**config.mk**
```make
export PLATFORM = sky130hd
export DESIGN_NAME = tws_ctrl
export DESIGN_NICKNAME = d
export VERILOG_FILES = /design/src/logic/tws_ctrl.v
export VERILOG_INCLUDE_DIRS = /design/src /design/src/logic
export SDC_FILE = /design/constraint.sdc
export NUM_CORES = 1
export LEC_CHECK = 0
export BUFFER_PORTS_ARGS = -buffer_cell sky130_fd_sc_hd__clkbuf_2
export CAP_MARGIN = 20
export CORE_MARGIN = 8
export CORE_UTILIZATION = 58
export CTS_CLUSTER_DIAMETER = 80
export DETAILED_ROUTE_END_ITERATION = 10
export GPL_TIMING_DRIVEN = 1
export HOLD_SLACK_MARGIN = 0.03
export PLACE_DENSITY = 0.81
export SLEW_MARGIN = 30
export SYNTH_ARGS = -nofsm -noshare
export SYNTH_HDL_FRONTEND = slang
export SYNTH_SLANG_ARGS = --single-unit
```
**constraint.sdc**
```tcl
create_clock -name REF_CLK -period 4.3 [get_ports REF_CLK]
set_clock_uncertainty 0.15 [all_clocks]
set_input_delay 0.215 -clock REF_CLK [delete_from_list [all_inputs] [get_ports REF_CLK]]
set_output_delay 0.215 -clock REF_CLK [all_outputs]
set_load 0.1 [all_outputs]
```
**src/logic/tws_map.vh**
```
// register map, field positions, status codes and timing constants of the
// two-wire serial bus controller; definitions only
`ifndef TWS_MAP_VH
`define TWS_MAP_VH

// clock: 250 MHz, 4 ns
`define TWS_CLK_KHZ 250000
`define TWS_CLK_NS 4
// fastest bit period in ns (1 MHz)
`define TWS_MAX_BIT_NS 1000
// scl rates in kHz for rate codes 0..6; code 7 uses the timer overflow
`define TWS_KHZ_R0 100
`define TWS_KHZ_R1 200
`define TWS_KHZ_R2 400
`define TWS_KHZ_R3 600
`define TWS_KHZ_R4 800
`define TWS_KHZ_R5 (1000000 / `TWS_MAX_BIT_NS)
`define TWS_KHZ_R6 50
// quarter of an scl period in clock cycles, rounded down
`define TWS_QTR(khz) (`TWS_CLK_KHZ / (4 * (khz)))
`define TWS_RATE_TIMER 3'h7
// data hold after scl falls: 6 clocks
`define TWS_HD_DAT_CYC 3'h6
// recovery pulses
`define TWS_RCV_LAST 4'h8

// register offsets (byte addresses)
`define TWS_OFF_CTRL 8'h00
`define TWS_OFF_DATA 8'h04
`define TWS_OFF_ADR 8'h08
`define TWS_OFF_STS 8'h0C
`define TWS_OFF_INTC 8'h10

// control register fields
`define TWS_C_RATE_HI 2
`define TWS_C_RATE_LO 0
`define TWS_C_SI 3
`define TWS_C_AA 4
`define TWS_C_STO 5
`define TWS_C_STA 6
`define TWS_C_EN 7
`define TWS_C_RCV 8
// interrupt control register: irq enable bit
`define TWS_I_IEN 0
// status register: busy flag above the 8-bit code
`define TWS_S_BUSY 8

// master engine states
`define TWS_ST_IDLE 3'h0
`define TWS_ST_START 3'h1
`define TWS_ST_RUN 3'h2
`define TWS_ST_HOLD 3'h3
`define TWS_ST_STOP 3'h4
`define TWS_ST_RCV 3'h5

// status codes
`define TWS_SC_START 8'h08
`define TWS_SC_RSTART 8'h10
`define TWS_SC_AW_ACK 8'h18
`define TWS_SC_AW_NAK 8'h20
`define TWS_SC_TX_ACK 8'h28
`define TWS_SC_TX_NAK 8'h30
`define TWS_SC_ARB 8'h38
`define TWS_SC_AR_ACK 8'h40
`define TWS_SC_AR_NAK 8'h48
`define TWS_SC_RX_ACK 8'h50
`define TWS_SC_RX_NAK 8'h58
`define TWS_SC_SW_ACK 8'h60
`define TWS_SC_ARB_SW 8'h68
`define TWS_SC_SRX_ACK 8'h80
`define TWS_SC_SRX_NAK 8'h88
`define TWS_SC_SSTOP 8'hA0
`define TWS_SC_IDLE 8'hF8

`endif

```
**src/logic/tws_ctrl.v**
```verilog
// two-wire serial bus controller: master/slave engine with apb registers
// assumes scl/sda inputs synchronous to REF_CLK and open-drain pads outside
//
// The address map and register access over APB are this design's own decisions.
`timescale 1ns/1ns
`include "tws_map.vh"

// Behaviour
// - interrupt output only when irq enable bit set
// - stop is sda rising while scl high
// - only master makes start/stop; busy tracking
// - address byte is 7 bits plus direction
// - repeated start plus new address keeps bus
// - 8-bit bytes, unlimited count, address first
// - bytes shifted most significant bit first
// - ninth clock carries acknowledge, master clocks it
// - transmitter releases sda, receiver pulls low
// - software selects whether receiver acknowledges
// - scl held low while pending interrupt set as master or as addressed slave
// - released high but seen low loses arbitration
// - unacknowledged address makes stop and abandons
// - master receiver withholds last acknowledge
// - three-bit rate field selects scl frequency
// - scl up to 1 MHz supported
// - rate seven uses timer overflow period
// - first quarter after a hold may shrink to one clock
// - nine scl pulses recover a stuck bus
// - lost arbitration, own write address reports 0x68
module tws_ctrl (
    input wire REF_CLK, // 250 MHz clock
    input wire SRST, // synchronous reset, high
    input wire CE, // clock enable, freezes all state when low
    input wire PSEL, // apb select
    input wire PENABLE, // apb access phase
    input wire PWRITE, // apb write
    input wire [7:0] PADDR, // apb byte address
    input wire [31:0] PWDATA, // apb write data
    output reg [31:0] PRDATA, // apb read data
    output wire PREADY, // apb ready
    output reg PSLVERR, // apb error on unmapped address
    input wire SCL_I, // scl level on the bus
    output wire SCL_O, // scl output value, always low
    output reg SCL_OE, // scl pulled low while high
    input wire SDA_I, // sda level on the bus
    output wire SDA_O, // sda output value, always low
    output reg SDA_OE, // sda pulled low while high
    input wire TMR_OVF, // timer overflow pulse for rate seven
    output wire IRQ // interrupt request, high
);

    localparam integer QTR_R0 = `TWS_QTR(`TWS_KHZ_R0);
    localparam integer QTR_R1 = `TWS_QTR(`TWS_KHZ_R1);
    localparam integer QTR_R2 = `TWS_QTR(`TWS_KHZ_R2);
    localparam integer QTR_R3 = `TWS_QTR(`TWS_KHZ_R3);
    localparam integer QTR_R4 = `TWS_QTR(`TWS_KHZ_R4);
    localparam integer QTR_R5 = `TWS_QTR(`TWS_KHZ_R5);
    localparam integer QTR_R6 = `TWS_QTR(`TWS_KHZ_R6);

    // quarter scl period for a rate code
    function [15:0] qtr_len;
        input [2:0] r;
        begin
            case (r)
                3'h0: qtr_len = QTR_R0[15:0];
                3'h1: qtr_len = QTR_R1[15:0];
                3'h2: qtr_len = QTR_R2[15:0];
                3'h3: qtr_len = QTR_R3[15:0];
                3'h4: qtr_len = QTR_R4[15:0];
                3'h5: qtr_len = QTR_R5[15:0];
                default: qtr_len = QTR_R6[15:0];
            endcase
        end
    endfunction

    // data bit n of a byte, msb first
    function bit_of;
        input [7:0] d;
        input [3:0] n;
        begin
            bit_of = d[3'h7 - n[2:0]];
        end
    endfunction

    reg [8:0] ctrl_q;
    reg [7:0] data_q;
    reg [7:0] own_adr_q;
    reg [7:0] sts_q;
    reg ien_q;
    reg si_q;
    reg [2:0] st_q;
    reg [1:0] qph_q;
    reg [15:0] qcnt_q;
    reg tdiv_q;
    reg own_q;
    reg arb_q;
    reg tx_q;
    reg slv_q;
    reg bus_addr_q;
    reg [3:0] bitcnt_q;
    reg [7:0] shr_q;
    reg ackb_q;
    reg scl_p_q;
    reg sda_p_q;
    reg busy_q;
    reg free_pend_q;
    reg [2:0] hd_cnt_q;
    reg [3:0] rcv_cnt_q;
    reg mst_scl_low;
    reg rel_phase;
    reg sda_oe_d;

    wire [2:0] rate = ctrl_q[`TWS_C_RATE_HI:`TWS_C_RATE_LO];
    wire en = ctrl_q[`TWS_C_EN];
    wire aa = ctrl_q[`TWS_C_AA];
    wire scl_rise = SCL_I & ~scl_p_q;
    wire scl_fall = ~SCL_I & scl_p_q;
    wire bus_start = SCL_I & scl_p_q & sda_p_q & ~SDA_I;
    wire bus_stop = SCL_I & scl_p_q & ~sda_p_q & SDA_I;
    wire timer_mode = (rate == `TWS_RATE_TIMER);
    wire qtr_tick = timer_mode ? (TMR_OVF & tdiv_q) :
        (qcnt_q == qtr_len(rate) - 16'h0001);
    wire stall = rel_phase & ~SCL_I;
    wire tick = qtr_tick & ~stall;
    wire data_ph = (bitcnt_q < 4'h8);
    wire addr_match = (shr_q[7:1] == own_adr_q[7:1]);
    wire match_wr = bus_addr_q & addr_match & ~shr_q[0];
    wire ack_seen = ~ackb_q;
    wire lose = busy_q & scl_rise & own_q & tx_q & data_ph & (st_q == `TWS_ST_RUN) &
        ~SDA_OE & ~SDA_I;
    wire apb_wr = PSEL & PENABLE & PWRITE;
    wire want_low = data_ph ? (own_q & tx_q & ~bit_of(data_q, bitcnt_q)) :
        (~tx_q & aa & (own_q | slv_q | match_wr));
    wire scl_oe_d = en & (mst_scl_low | (slv_q & si_q));

    assign SCL_O = 1'b0;
    assign SDA_O = 1'b0;
    assign PREADY = CE;
    assign IRQ = si_q & ien_q;

    // master pin drive per state and quarter
    always @* begin
        mst_scl_low = 1'b0;
        rel_phase = 1'b0;
        case (st_q)
            `TWS_ST_START: begin
                mst_scl_low = (qph_q == 2'h0) ? own_q : (qph_q == 2'h3);
                rel_phase = (qph_q == 2'h1) | (qph_q == 2'h2);
            end
            `TWS_ST_RUN, `TWS_ST_RCV: begin
                mst_scl_low = ~qph_q[1];
                rel_phase = qph_q[1];
            end
            `TWS_ST_HOLD: mst_scl_low = 1'b1;
            `TWS_ST_STOP: begin
                mst_scl_low = (qph_q == 2'h0);
                rel_phase = (qph_q != 2'h0);
            end
            default: begin
                mst_scl_low = 1'b0;
                rel_phase = 1'b0;
            end
        endcase
    end

    // sda drive: forced during start/stop, released during recovery, else updated while scl low
    always @* begin
        sda_oe_d = SDA_OE;
        if (!en || lose) begin
            sda_oe_d = 1'b0;
        end else if (st_q == `TWS_ST_START) begin
            sda_oe_d = qph_q[1];
        end else if (st_q == `TWS_ST_STOP) begin
            sda_oe_d = ~qph_q[1];
        end else if (st_q == `TWS_ST_RCV) begin
            sda_oe_d = 1'b0;
        end else if (!SCL_I && hd_cnt_q == `TWS_HD_DAT_CYC) begin
            sda_oe_d = want_low;
        end
    end

    always @(posedge REF_CLK) begin
        if (SRST) begin
            ctrl_q <= 9'h000;
            data_q <= 8'h00;
            own_adr_q <= 8'h00;
            sts_q <= `TWS_SC_IDLE;
            ien_q <= 1'b0;
            si_q <= 1'b0;
            st_q <= `TWS_ST_IDLE;
            qph_q <= 2'h0;
            qcnt_q <= 16'h0000;
            tdiv_q <= 1'b0;
            own_q <= 1'b0;
            arb_q <= 1'b0;
            tx_q <= 1'b0;
            slv_q <= 1'b0;
            bus_addr_q <= 1'b0;
            bitcnt_q <= 4'h0;
            shr_q <= 8'h00;
            ackb_q <= 1'b1;
            scl_p_q <= 1'b1;
            sda_p_q <= 1'b1;
            busy_q <= 1'b0;
            free_pend_q <= 1'b0;
            hd_cnt_q <= 3'h0;
            rcv_cnt_q <= 4'h0;
            PRDATA <= 32'h00000000;
            PSLVERR <= 1'b0;
            SCL_OE <= 1'b0;
            SDA_OE <= 1'b0;
        end else if (CE) begin
            // apb: read data latched in the setup cycle, writes in access
            if (PSEL && !PENABLE) begin
                PSLVERR <= 1'b0;
                case (PADDR)
                    `TWS_OFF_CTRL: PRDATA <= {23'h000000, ctrl_q[8:4], si_q, ctrl_q[2:0]};
                    `TWS_OFF_DATA: PRDATA <= {24'h000000, data_q};
                    `TWS_OFF_ADR: PRDATA <= {24'h000000, own_adr_q[7:1], 1'b0};
                    `TWS_OFF_STS: PRDATA <= {23'h000000, busy_q, sts_q};
                    `TWS_OFF_INTC: PRDATA <= {31'h00000000, ien_q};
                    default: begin
                        PRDATA <= 32'h00000000;
                        PSLVERR <= 1'b1;
                    end
                endcase
            end
            if (apb_wr) begin
                case (PADDR)
                    `TWS_OFF_CTRL: begin
                        ctrl_q <= {PWDATA[8:4], 1'b0, PWDATA[2:0]};
                        if (PWDATA[`TWS_C_SI]) begin
                            si_q <= 1'b0;
                        end
                    end
                    `TWS_OFF_DATA: data_q <= PWDATA[7:0];
                    `TWS_OFF_ADR: own_adr_q <= {PWDATA[7:1], 1'b0};
                    `TWS_OFF_INTC: ien_q <= PWDATA[`TWS_I_IEN];
                    default: ;
                endcase
            end

            // bus observer
            scl_p_q <= SCL_I;
            sda_p_q <= SDA_I;
            SCL_OE <= scl_oe_d;
            SDA_OE <= sda_oe_d;
            if (SCL_I) begin
                hd_cnt_q <= 3'h0;
            end else if (hd_cnt_q != `TWS_HD_DAT_CYC) begin
                hd_cnt_q <= hd_cnt_q + 3'h1;
            end
            if (TMR_OVF) begin
                tdiv_q <= ~tdiv_q;
            end
            // idle keeps counting while a seen stop waits to free the bus
            if (qtr_tick || stall || (st_q == `TWS_ST_IDLE && !free_pend_q)) begin
                qcnt_q <= 16'h0000;
            end else begin
                qcnt_q <= qcnt_q + 16'h0001;
            end
            if (bus_start) begin
                busy_q <= 1'b1;
                free_pend_q <= 1'b0;
            end else if (bus_stop) begin
                free_pend_q <= 1'b1;
            end else if (free_pend_q && qtr_tick) begin
                busy_q <= 1'b0;
                free_pend_q <= 1'b0;
            end

            // master engine
            if (tick) begin
                qph_q <= qph_q + 2'h1;
            end
            case (st_q)
                `TWS_ST_IDLE: begin
                    qph_q <= 2'h0;
                    if (en && ctrl_q[`TWS_C_RCV] && !busy_q) begin
                        st_q <= `TWS_ST_RCV;
                    end else if (en && ctrl_q[`TWS_C_STA] && !busy_q) begin
                        st_q <= `TWS_ST_START;
                    end
                end
                `TWS_ST_START: begin
                    if (tick && qph_q == 2'h3) begin
                        sts_q <= own_q ? `TWS_SC_RSTART : `TWS_SC_START;
                        si_q <= 1'b1;
                        own_q <= 1'b1;
                        tx_q <= 1'b1;
                        ctrl_q[`TWS_C_STA] <= 1'b0;
                        st_q <= `TWS_ST_HOLD;
                    end
                end
                `TWS_ST_HOLD: begin
                    qph_q <= 2'h0;
                    if (!si_q) begin
                        if (ctrl_q[`TWS_C_STO]) begin
                            st_q <= `TWS_ST_STOP;
                        end else if (ctrl_q[`TWS_C_STA]) begin
                            st_q <= `TWS_ST_START;
                        end else begin
                            st_q <= `TWS_ST_RUN;
                        end
                    end
                end
                `TWS_ST_STOP: begin
                    if (tick && qph_q == 2'h3) begin
                        own_q <= 1'b0;
                        ctrl_q[`TWS_C_STO] <= 1'b0;
                        sts_q <= `TWS_SC_IDLE;
                        st_q <= `TWS_ST_IDLE;
                    end
                end
                `TWS_ST_RCV: begin
                    if (tick && qph_q == 2'h3) begin
                        if (rcv_cnt_q == `TWS_RCV_LAST) begin
                            rcv_cnt_q <= 4'h0;
                            ctrl_q[`TWS_C_RCV] <= 1'b0;
                            st_q <= `TWS_ST_IDLE;
                        end else begin
                            rcv_cnt_q <= rcv_cnt_q + 4'h1;
                        end
                    end
                end
                `TWS_ST_RUN: ;
                default: st_q <= `TWS_ST_IDLE;
            endcase

            // bit and byte framing on bus edges
            if (bus_start || bus_stop) begin
                bitcnt_q <= 4'h0;
                bus_addr_q <= bus_start;
                if (slv_q) begin
                    slv_q <= 1'b0;
                    sts_q <= `TWS_SC_SSTOP;
                    si_q <= 1'b1;
                end
            end else if (busy_q && scl_rise) begin
                if (data_ph) begin
                    shr_q <= {shr_q[6:0], SDA_I};
                end else begin
                    ackb_q <= SDA_I;
                end
                bitcnt_q <= bitcnt_q + 4'h1;
                if (lose) begin
                    own_q <= 1'b0;
                    arb_q <= 1'b1;
                    tx_q <= 1'b0;
                    st_q <= `TWS_ST_IDLE;
                end
            end else if (busy_q && scl_fall && bitcnt_q == 4'h9) begin
                bitcnt_q <= 4'h0;
                bus_addr_q <= 1'b0;
                if (own_q) begin
                    si_q <= 1'b1;
                    st_q <= `TWS_ST_HOLD;
                    if (bus_addr_q) begin
                        tx_q <= ~shr_q[0];
                        if (shr_q[0]) begin
                            sts_q <= ack_seen ? `TWS_SC_AR_ACK : `TWS_SC_AR_NAK;
                        end else begin
                            sts_q <= ack_seen ? `TWS_SC_AW_ACK : `TWS_SC_AW_NAK;
                        end
                        if (!ack_seen) begin
                            ctrl_q[`TWS_C_STO] <= 1'b1;
                        end
                    end else if (tx_q) begin
                        sts_q <= ack_seen ? `TWS_SC_TX_ACK : `TWS_SC_TX_NAK;
                    end else begin
                        data_q <= shr_q;
                        sts_q <= ack_seen ? `TWS_SC_RX_ACK : `TWS_SC_RX_NAK;
                    end
                end else if (arb_q) begin
                    arb_q <= 1'b0;
                    si_q <= 1'b1;
                    if (match_wr && ack_seen) begin
                        slv_q <= 1'b1;
                        sts_q <= `TWS_SC_ARB_SW;
                    end else begin
                        sts_q <= `TWS_SC_ARB;
                    end
                end else if (match_wr && ack_seen) begin
                    slv_q <= 1'b1;
                    si_q <= 1'b1;
                    sts_q <= `TWS_SC_SW_ACK;
                end else if (slv_q) begin
                    data_q <= shr_q;
                    si_q <= 1'b1;
                    sts_q <= ack_seen ? `TWS_SC_SRX_ACK : `TWS_SC_SRX_NAK;
                    if (!ack_seen) begin
                        slv_q <= 1'b0;
                    end
                end
            end

            if (!en) begin
                st_q <= `TWS_ST_IDLE;
                own_q <= 1'b0;
                slv_q <= 1'b0;
                arb_q <= 1'b0;
            end
        end
    end

endmodule // tws_ctrl

```
==> results of run 1 <==
==> area by class of cell <==
type	instances	area (um^2)	area share
clock inverter	7	61.3	0.00913
tap	140	175	0.0261
timing repair buffer	62	403	0.0600
sequential	96	1920	0.286
clock buffer	9	124	0.0184
multi-input combinational	608	3930	0.585
inverter	27	101	0.0151
==> cell usage in the layout, fill, tap and decap left out, drive strengths merged, types with 5 or more instances in the layout <==
master / n
o21ai: 46
dfxtp: 96
a21oi: 53
and3: 9
a31o: 6
dlygate4sd3: 9
nor3: 14
o211ai: 5
a32oi: 5
xor2: 17
conb: 25
a31oi: 9
xnor2: 15
ha: 17
nor2: 97
mux4: 9
a211oi: 11
nand3: 24
and2: 9
nand4: 11
inv: 30
a22oi: 9
mux2i: 22
nor3b: 11
nor2b: 8
nand2: 72
and3b: 5
nand2b: 11
o21a: 7
clkbuf: 48
buf: 14
a2111oi: 6
o31ai: 11
a221oi: 5
==> critical path: cells and delay by family (launching register included) <==
family          cells  cell delay [ns]
simple gates        6             1.33
buf+inv             1             0.27
compound gates      3             1.25
fa+ha+maj           1             0.23
flops               1             0.46
==> per-stage QoR <==
| step | setup slack [ns] | cells | util | area [um^2] |
|---|---|---|---|---|
| global placement | 0.591 | 924 | 0.602 | 6440 |
| global route | 0.118 | 949 | 0.628 | 6720 |
| CTS | 0.487 | 949 | 0.628 | 6720 |
| detailed placement | 0.497 | 924 | 0.602 | 6440 |
| floorplan | 0.787 | 806 | - | 6350 |
| finish | 0.475 | 949 | 0.628 | 6720 |
==> worst max-delay path by stage <==
stage                                            to  cells after the start  slack [ns]                   start
after floorplan           rcv_cnt_q[3]$_SDFFE_PP0P_                     14        0.79  ctrl_q[1]$_SDFFE_PP0P_
after global placement        sts_q[2]$_SDFFE_PP0P_                     11        0.59  ctrl_q[1]$_SDFFE_PP0P_
after detailed placement      sts_q[0]$_SDFFE_PP0P_                     11        0.50  ctrl_q[2]$_SDFFE_PP0P_
after CTS                     sts_q[0]$_SDFFE_PP0P_                     11        0.49  ctrl_q[2]$_SDFFE_PP0P_
after global routing          sts_q[1]$_SDFFE_PP0P_                     11        0.12  ctrl_q[2]$_SDFFE_PP0P_
final                         sts_q[1]$_SDFFE_PP0P_                     11        0.47  ctrl_q[1]$_SDFFE_PP0P_
==> flip-flops by register name (all words and copies together) (netlist names), 2 cells and up <==
| register | count |
|---|---|
| hd_cnt_q | 3 |
| shr_q | 8 |
| ctrl_q | 8 |
| rcv_cnt_q | 4 |
| bitcnt_q | 4 |
| qph_q | 2 |
| qcnt_q | 16 |
| own_adr_q | 7 |
| st_q | 3 |
| PRDATA | 9 |
| data_q | 8 |
| sts_q | 8 |
==> metal layers <==
| metal | vias up | share of wire |
|---|---|---|
| met5 | - | 0 |
| met4 | 0 | 0.016 |
| met3 | 22 | 0.082 |
| met2 | 252 | 0.46 |
| met1 | 2805 | 0.44 |
| li1 | 2822 | - |
==> cells by family after synthesis <==
logic type               synth area share
buffers and inverters              0.0796
other                            0.000599
adder cells (fa/ha/maj)            0.0340
AO/OA/AOI/OAI                       0.233
XOR/XNOR                           0.0460
multiplexers                       0.0676
AND/OR/NAND/NOR                     0.232
flip-flops                          0.307
==> power by group <==
part / internal (W) / leakage, nW / switching (W) / total (W)
Sequential: 0.000900 / 0.776 / 0.0000134 / 0.000914
Combinational: 0.0000509 / 1.71 / 0.000180 / 0.000231
Clock: 0.000221 / 0.0888 / 0.000354 / 0.000575
Total: 0.00117 / 2.57 / 0.000547 / 0.00172
==> metrics, run 1 <==
run status=finished, final reports clean; WL per Instance=17.5 um; FP Rows=38; Worst EP arrival=3.92 ns; Final Max Slew Viols=0; Die Wd=120 um; Core ar.=10700 um^2; die area=14400 um^2; WL final=16600 um; Hold Crit Start=PWDATA[3]; reg2reg start=ctrl_q[1]$_SDFFE_PP0P_; vias in the first global route=5616; commonest cells in the netlist=97 x nor2_1, 96 x dfxtp_1, 72 x nand2_1; Fillers=986; Synth Area per Inst=8.00 um^2; Nets=870; gr usage total=0.232; post-synth top area cell=dfxtp_1; IO Pins=88; vias per inst=6.22; Die Ht=120 um; Netlist cell types=76; routability cong.=0.916; Clock transition at path regs=0.10 ns; Peak VDD IR=0.230 mV; Synth area leaders=dfxtp_1 31%, nor2_1 5.8%, nand2_1 4.3%; grt met2 use=0.382; initial antenna violation count=0; P_leak=2.57 nW; GRT busiest layer=met2; Critical Path Slowest Stage Cell=o32ai_1; Max stage delay on crit path=0.59 ns; critical-path cell list=buf_4, or3_1, ha_1, nand2_1, nor3_1, or3_1, a211oi_1, o2111ai_4, and2_0, o32ai_1, nor3b_1; initial core utilization=0.585; Hold Crit Depth=3; Clock Path Buffers=2; Hold Vio Cnt, Final=0; final hold slack=0.0471 ns; Hold/Removal Path Class=in2reg; CTS HTree Levels=3; layout cells sized above 1=0.119; worst r2r dst=sts_q[1]$_SDFFE_PP0P_; total global routing overflow=0; DRC viols=0; Netlist Area Pre-Place=6260 um^2; R2R Setup Slk=0.47 ns; min Tclk post-route=3.83 ns; post-CTS setup buffer count=0; Yosys top cell area share=0.307; Synth async-reset ratio=0; DR pass1 iterations=7; Slew Limit Headroom=0.407; PwrDens=256 nW/um^2; Syn. warnings=0; CP max FO=15; cell mode on critical path=or3_1; setup TNS=0 ns; initial DRC count=577; Post-DP HPWL=12100 um; CP Class=reg2reg; antenna viol nets, final=0; period utilization=0.890; via count=5901; Hold-fix buffers, CTS=9; Port Buffers=39; CTS tree=done; R2R cell count=11; Critical Path RT=4.40 ns; CTS buffer count=9; Worst Setup Start Kind=flop; largest net degree at the start of global routing=71; setup violators final=0; actual slew at the worst max-slew pin=0.889 ns; Final Power=0.00172 W; Fmax=261 MHz; Seq cells post-synth=96; unrepaired setup endpoints after global routing=false; global-route wire length before repair=27600 um; Main synth FF type=dfxtp_1; ant diodes=0; crit end category=flop; CTS root buf=clkbuf_8; P&R area growth vs syn=7.30%; EDFF count, synth=0; met1 usage=0.290; Mapped Cells=782; GR Layer Usage met3=0.0639; register area share after synthesis=0.307; leading cell type by number of instances after synthesis=nor2_1; clk_lat worst skew=0.39 ns; number of max-cap violations=0; Clock Sinks=96; Min-Delay Endpoint=data_q[3]$_SDFFE_PP0P_; CTS resizes=0
(Power assumes the default switching activity.)
==> run 2, diff against run 1 <==
--- a/config.mk
+++ b/config.mk
@@ -8,13 +8,15 @@
 export LEC_CHECK = 0
 export BUFFER_PORTS_ARGS = -buffer_cell sky130_fd_sc_hd__clkbuf_2
 export CAP_MARGIN = 20
+export CELL_PAD_IN_SITES_DETAIL_PLACEMENT = 0
+export CELL_PAD_IN_SITES_GLOBAL_PLACEMENT = 2
 export CORE_MARGIN = 8
-export CORE_UTILIZATION = 58
+export CORE_UTILIZATION = 34
 export CTS_CLUSTER_DIAMETER = 80
 export DETAILED_ROUTE_END_ITERATION = 10
 export GPL_TIMING_DRIVEN = 1
 export HOLD_SLACK_MARGIN = 0.03
-export PLACE_DENSITY = 0.81
+export PLACE_DENSITY_LB_ADDON = 0.1
 export SLEW_MARGIN = 30
 export SYNTH_ARGS = -nofsm -noshare
 export SYNTH_HDL_FRONTEND = slang
==> run 2 against run 1 <==
  * Non-clock buffer count rose by 2
  * Design area rose by 3.3%
  * Die area rose by 60%
  * Sequential power barely moved
  * Worst setup slack improved by 0.12 ns
  * Critical path depth rose by 2
  * Global-route usage fell by 6.0 points
  * Register-to-register slack improved by 0.12 ns
  * Total power rose by 15%
  * Clock power rose by 43%
  * Count of clock-buffer cells in the layout did not move
  * Largest cell class unchanged
==> metrics, run 2 (same netlist as run 1, synthesis figures left out) <==
run status=finished, final reports clean; Post-Route Utilization=0.385 (-0.243); Fmax=270 MHz (+3.3%); Hold Crit Depth=3 (unchanged); Final Max Slew Viols=0 (unchanged); number of max-cap violations=0 (unchanged); initial core utilization=0.347 (-0.238); Hold Vio Cnt, Final=0 (unchanged); Critical Path RT=4.38 ns (-0.02 ns); vias in the first global route=5652 (+0.64%); P&R area growth vs syn=10.9%; worst path bufs/invs=2 (+1); Worst Setup Start Kind=flop; R2R cell count=13 (+2); crit end category=flop; largest net degree at the start of global routing=51 (-28%); Clock transition at path regs=0.08 ns (-0.02 ns); Clock Path Buffers=2 (unchanged); DR pass1 iterations=4 (-3); gr usage total=0.172 (-0.0597); max reg flops=16 (unchanged); CP max FO=11 (-4); unrepaired setup endpoints after global routing=false; Peak VDD IR=0.190 mV (-18%); Place WS=0.558 ns (+0.0609 ns); Nets=872 (+0.23%); WL per Instance=18.7 um (+6.7%); total global routing overflow=0 (unchanged); Critical Path Slowest Stage Cell=and2_0; initial DRC count=416 (-28%); Max stage delay on crit path=0.42 ns (-0.17 ns); antenna viol nets, final=0 (unchanged); R2R Setup Slk=0.60 ns (+0.12 ns); setup TNS=0 ns (unchanged); Post-DP HPWL=14200 um (+17%); Clock Sinks=96 (unchanged); vias per inst=5.59 (-10%); Placed Area=6560 um^2 (+1.9%); IO Pins=88 (unchanged); Hold/Removal Path Class=in2reg; setup violators final=0 (unchanged); Port Buffers=39 (unchanged); Core ar.=18000 um^2 (+68%); CTS root buf=clkbuf_16; Die Wd=152 um (+27%); initial antenna violation count=0 (unchanged); PwrDens=284 nW/um^2 (+11%); Min-Delay Endpoint=shr_q[0]$_SDFFE_PP0P_; ant diodes=0 (unchanged); clk_lat worst skew=0.37 ns (-0.02 ns); Worst EP arrival=3.78 ns (-0.14 ns); leading cell types in the layout, fill and taps excluded=97 x nor2_1, 96 x dfxtp_1, 72 x nand2_1; via count=5812 (-1.5%); worst r2r dst=sts_q[0]$_SDFFE_PP0P_; Slew Limit Headroom=0.427 (+0.0197); actual slew at the worst max-slew pin=0.853 ns (-0.0361 ns); layout cells sized above 1=0.122 (+0.00341); CTS buffer count=9 (unchanged); CTS resizes=0 (unchanged); Die Ht=152 um (+27%); kind of cell adding the most delay to the critical path=compound AO/OA/AOI/OAI gates; WP depth=13 (+2); post-route cell area=6940 um^2 (+3.3%); P_leak=2.64 nW (+2.6%); critical-path cell list=buf_4, ha_1, nor2_1, ha_1, nand4bb_1, o32a_1, and3_1, a211oi_2, o2111ai_4, and2_0, o32ai_1, buf_4, nor3b_1; final setup margin=0.595 ns (+0.121 ns); WL final=19400 um (+17%); die area=23000 um^2 (+60%); Largest regs=qcnt_q: 16 flops, PRDATA: 9 flops; period utilization=0.862 (-0.0281); min Tclk post-route=3.70 ns (-0.121 ns); Hold Crit Start=SDA_I; global-route wire length before repair=30900 um (+12%); FP Rows=49 (+29%); Largest Register=qcnt_q; routability cong.=0.828 (-9.6%); CTS tree=done; CTS HTree Levels=3 (unchanged); commonest non-fill, non-tap cell in the layout=nor2_1; Fillers=1890 (+92%); CP Class=reg2reg; reg2reg start=ctrl_q[2]$_SDFFE_PP0P_; DRC viols=0 (unchanged)
-- run 2: cell types whose count changed in the layout (fill, tap and decap cells not counted) --
cell / change
inv_8: +2
buf_4: +4
buf_12: -1
clkbuf_16: +9
inv_6: -3
clkbuf_8: -9
clkinvlp_4: -2
dlygate4sd3_1: -1
clkinv_8: +1
clkinv_4: +1
clkinv_2: +1
-- run 2: final cells by class --
cell class / instances / area, um^2 / area share
multi-input cells: 608 / 3930 / 0.566
inverters: 27 / 101 / 0.0146
repair buffers: 64 / 403 / 0.0580
clock inverters: 7 / 72.6 / 0.0105
well taps: 229 / 287 / 0.0413
flip-flops and latches: 96 / 1920 / 0.277
clock buffers: 9 / 225 / 0.0324
-- run 2: where the power goes --
group	total, W	internal (W)	switching (W)
Sequential	0.000914	0.000900	0.0000142
Combinational	0.000230	0.0000490	0.000181
Clock	0.000825	0.000411	0.000414
-- run 2: what timing repair did --
item | CTS | global route
hold buffers | 8 | 0
hold endpoints to repair | 12 | 0
setup buffers | 0 | 0
-- run 2: worst max path at each step --
| stage | to | startpoint |
|---|---|---|
| after global routing | rcv_cnt_q[3]$_SDFFE_PP0P_ | ctrl_q[2]$_SDFFE_PP0P_ |
| final | sts_q[0]$_SDFFE_PP0P_ | ctrl_q[2]$_SDFFE_PP0P_ |
| after CTS | sts_q[0]$_SDFFE_PP0P_ | ctrl_q[2]$_SDFFE_PP0P_ |
| after floorplan | rcv_cnt_q[3]$_SDFFE_PP0P_ | ctrl_q[1]$_SDFFE_PP0P_ |
| after global placement | sts_q[0]$_SDFFE_PP0P_ | ctrl_q[2]$_SDFFE_PP0P_ |
| after detailed placement | sts_q[2]$_SDFFE_PP0P_ | ctrl_q[2]$_SDFFE_PP0P_ |
-- run 2: through the flow --
stage / total power (W) / cells / hold WS [ns]
2_1_floorplan: 0.00113 / 806 / 0.194
4_1_cts: 0.00200 / 1040 / 0.0328
5_1_grt: 0.00206 / 1040 / 0.0439
3_3_place_gp: 0.00116 / 1016 / 0.307
6_report: 0.00197 / 1040 / 0.0444
3_5_place_dp: 0.00116 / 1016 / 0.316
-- run 2: worst register-to-register path: cells and delay by family, from the launching register on --
family,cells,cell delay (ns)
DFF,1,0.40
AOI/OAI and AO/OA,4,1.29
and+or+nand+nor,5,0.94
adders and majority gates,2,0.38
buffers and inverters,2,0.41
-- run 2: layer usage --
metal / track usage / share of wire / vias to the layer above
li1: - / - / 2826
met1: 0.235 / 0.48 / 2790
met2: 0.271 / 0.44 / 177
met3: 0.0312 / 0.057 / 19
met4: 0.0539 / 0.015 / 0
met5: 0 / 0 / -
==> run 3, diff against run 2 <==
--- a/config.mk
+++ b/config.mk
@@ -16,6 +16,7 @@
 export DETAILED_ROUTE_END_ITERATION = 10
 export GPL_TIMING_DRIVEN = 1
 export HOLD_SLACK_MARGIN = 0.03
+export MAX_ROUTING_LAYER = met4
 export PLACE_DENSITY_LB_ADDON = 0.1
 export SLEW_MARGIN = 30
 export SYNTH_ARGS = -nofsm -noshare
==> run 3 against run 2 <==
  * Flip-flop and latch count is the same
  * Critical path type unchanged
  * Non-clock buffer count is the same
  * Clock power hardly changed
  * Largest power group unchanged
  * Wire length is 0.15% lower
  * Core utilization unchanged
==> metrics, run 3 (same netlist as run 1, synthesis figures left out) <==
run status=finished, final reports clean; FP Rows=49 (unchanged); P_int=0.00136 W (about the same); die area=23000 um^2 (unchanged); total global routing overflow=0 (unchanged); crit end category=flop; Clock power frac=0.418 (about the same); Largest Register=qcnt_q; Critical Path RT=4.38 ns (about the same); leading cell types in the layout, fill and taps excluded=97 x nor2_1, 96 x dfxtp_1, 72 x nand2_1; unrepaired setup endpoints after global routing=false; Clock Sinks=96 (unchanged); P&R area growth vs syn=10.9% (unchanged); part of the power in registers=0.465 (about the same); PwrDens=283 nW/um^2 (-0.16%); antenna viol nets, final=0 (unchanged); max reg flops=16 (unchanged); Peak VDD IR=0.190 mV (+0.30%); Final Max Slew Viols=0 (unchanged); multi-input logic area=3930 um^2 (unchanged); Die Ht=152 um (unchanged); min Tclk post-route=3.76 ns (+0.0555 ns); DRC viols=0 (unchanged); initial core utilization=0.347 (unchanged); largest net degree at the start of global routing=51 (unchanged); clk_lat worst skew=0.36 ns (about the same); Clock Path Buffers=2 (unchanged); Max stage delay on crit path=0.50 ns (+0.08 ns); vias in the first global route=5671 (+0.34%); initial DRC count=389 (-6.5%); commonest non-fill, non-tap cell in the layout=nor2_1; ant diodes=0 (unchanged); CTS buffer count=9 (unchanged); Die Wd=152 um (unchanged); Critical Path Slowest Stage Cell=dfxtp_1; Post-DP HPWL=14200 um (unchanged); CTS root buf=clkbuf_16; final hold slack=0.0457 ns (+0.00123 ns); Post-Route Utilization=0.385 (unchanged); DR pass1 iterations=5 (+1); cell mode on critical path=buf_4; actual slew at the worst max-slew pin=0.827 ns (-0.0265 ns); vias per inst=5.57 (-0.28%); number of max-cap violations=0 (unchanged); Fillers=1890 (unchanged); CP Class=reg2reg; via count=5796 (-0.28%); IO Pins=88 (unchanged); gr usage total=0.177 (+0.00432); initial antenna violation count=0 (unchanged); setup violators final=0 (unchanged); global-route wire length before repair=30800 um (-0.27%); Nets=872 (unchanged); period utilization=0.874 (+0.0129); Worst EP arrival=3.84 ns (+0.06 ns); routability cong.=0.840 (+1.5%); Logic pwr share=0.117 (about the same); Hold Vio Cnt, Final=0 (unchanged); Slew Limit Headroom=0.445 (+0.0178); final setup margin=0.540 ns (-0.0555 ns); CP max FO=11 (unchanged); CTS tree=done; critical-path cell list=buf_4, ha_1, nor4b_2, a31oi_1, a21boi_0, o2111a_1, o2111ai_4, and2_0, o32ai_1, buf_4, nor3b_1; Port Buffers=39 (unchanged); Hold/Removal Path Class=in2reg; register area=1920 um^2 (unchanged); Worst Setup Start Kind=flop; Core ar.=18000 um^2 (unchanged); P_leak=2.64 nW (unchanged); Fmax=266 MHz (-1.5%); WL final=19400 um (-0.15%); Clock transition at path regs=0.08 ns (about the same); layout cells sized above 1=0.122 (unchanged); Switching Fraction=0.308 (-0.00106); switching power=0.000606 W (-0.51%); Place WS=0.558 ns (unchanged); setup TNS=0 ns (unchanged); WL per Instance=18.7 um (-0.15%); CTS HTree Levels=3 (unchanged); Largest regs=qcnt_q: 16 flops, PRDATA: 9 flops
-- run 3: cell counts in the layout (fill, tap and decap cells not counted) --
No cell type changed its count.
-- run 3: worst max-delay path, delay by kind of cell (launching register included) --
family / cells / cell delay, ns
simple gates: 3 / 0.87
fa+ha+maj: 1 / 0.31
flops: 1 / 0.50
compound gates: 5 / 1.35
buf+inv: 2 / 0.44
-- run 3: final cells by class --
type                    instances  area share
inverters                      27      0.0146
clock buffers                   9      0.0324
multi-input cells             608       0.566
well taps                     229      0.0413
repair buffers                 64      0.0580
clock inverters                 7      0.0105
flip-flops and latches         96       0.277
-- run 3: worst paths after layout --
check	startpoint	end	slack [ns]	cells after the start
worst max register to register	ctrl_q[2]$_SDFFE_PP0P_	sts_q[0]$_SDFFE_PP0P_	0.54	11
worst max-delay path	ctrl_q[2]$_SDFFE_PP0P_	sts_q[0]$_SDFFE_PP0P_	0.54	11
worst min register to register	sts_q[0]$_SDFFE_PP0P_	sts_q[0]$_SDFFE_PP0P_	0.33	1
worst min-delay path	SDA_I	shr_q[0]$_SDFFE_PP0P_	0.05	3
-- run 3: stage by stage --
| step | total power, W | std cells | area (um^2) |
|---|---|---|---|
| 2_1_floorplan | 0.00113 | 806 | 6350 |
| 6_report | 0.00197 | 1040 | 6940 |
| 3_5_place_dp | 0.00116 | 1016 | 6560 |
| 4_1_cts | 0.00200 | 1040 | 6940 |
| 5_1_grt | 0.00205 | 1040 | 6940 |
| 3_3_place_gp | 0.00116 | 1016 | 6560 |
-- run 3: power by group through the flow --
| stage | combinational [W] | clock (W) | sequential (W) |
|---|---|---|---|
| 2_1_floorplan | 0.000198 | 0 | 0.000932 |
| 3_3_place_gp | 0.000223 | 0 | 0.000935 |
| 3_5_place_dp | 0.000224 | 0 | 0.000935 |
| 4_1_cts | 0.000231 | 0.000853 | 0.000914 |
| 5_1_grt | 0.000246 | 0.000892 | 0.000916 |
| 6_report | 0.000230 | 0.000822 | 0.000914 |
-- run 3: timing repair --
| action | 4_1_cts | 5_1_grt |
|---|---|---|
| gates resized for setup | 0 | 0 |
| setup buffers | 0 | 0 |
| hold buffers | 8 | 0 |
| hold endpoints to repair | 12 | 0 |
-- run 3: routing by layer --
layer	part of all wire	global-route usage	up-vias
li1	-	-	2829
met1	0.49	0.233	2798
met2	0.44	0.271	150
met3	0.056	0.0306	19
met4	0.015	0.0539	0
met5	0	-	-
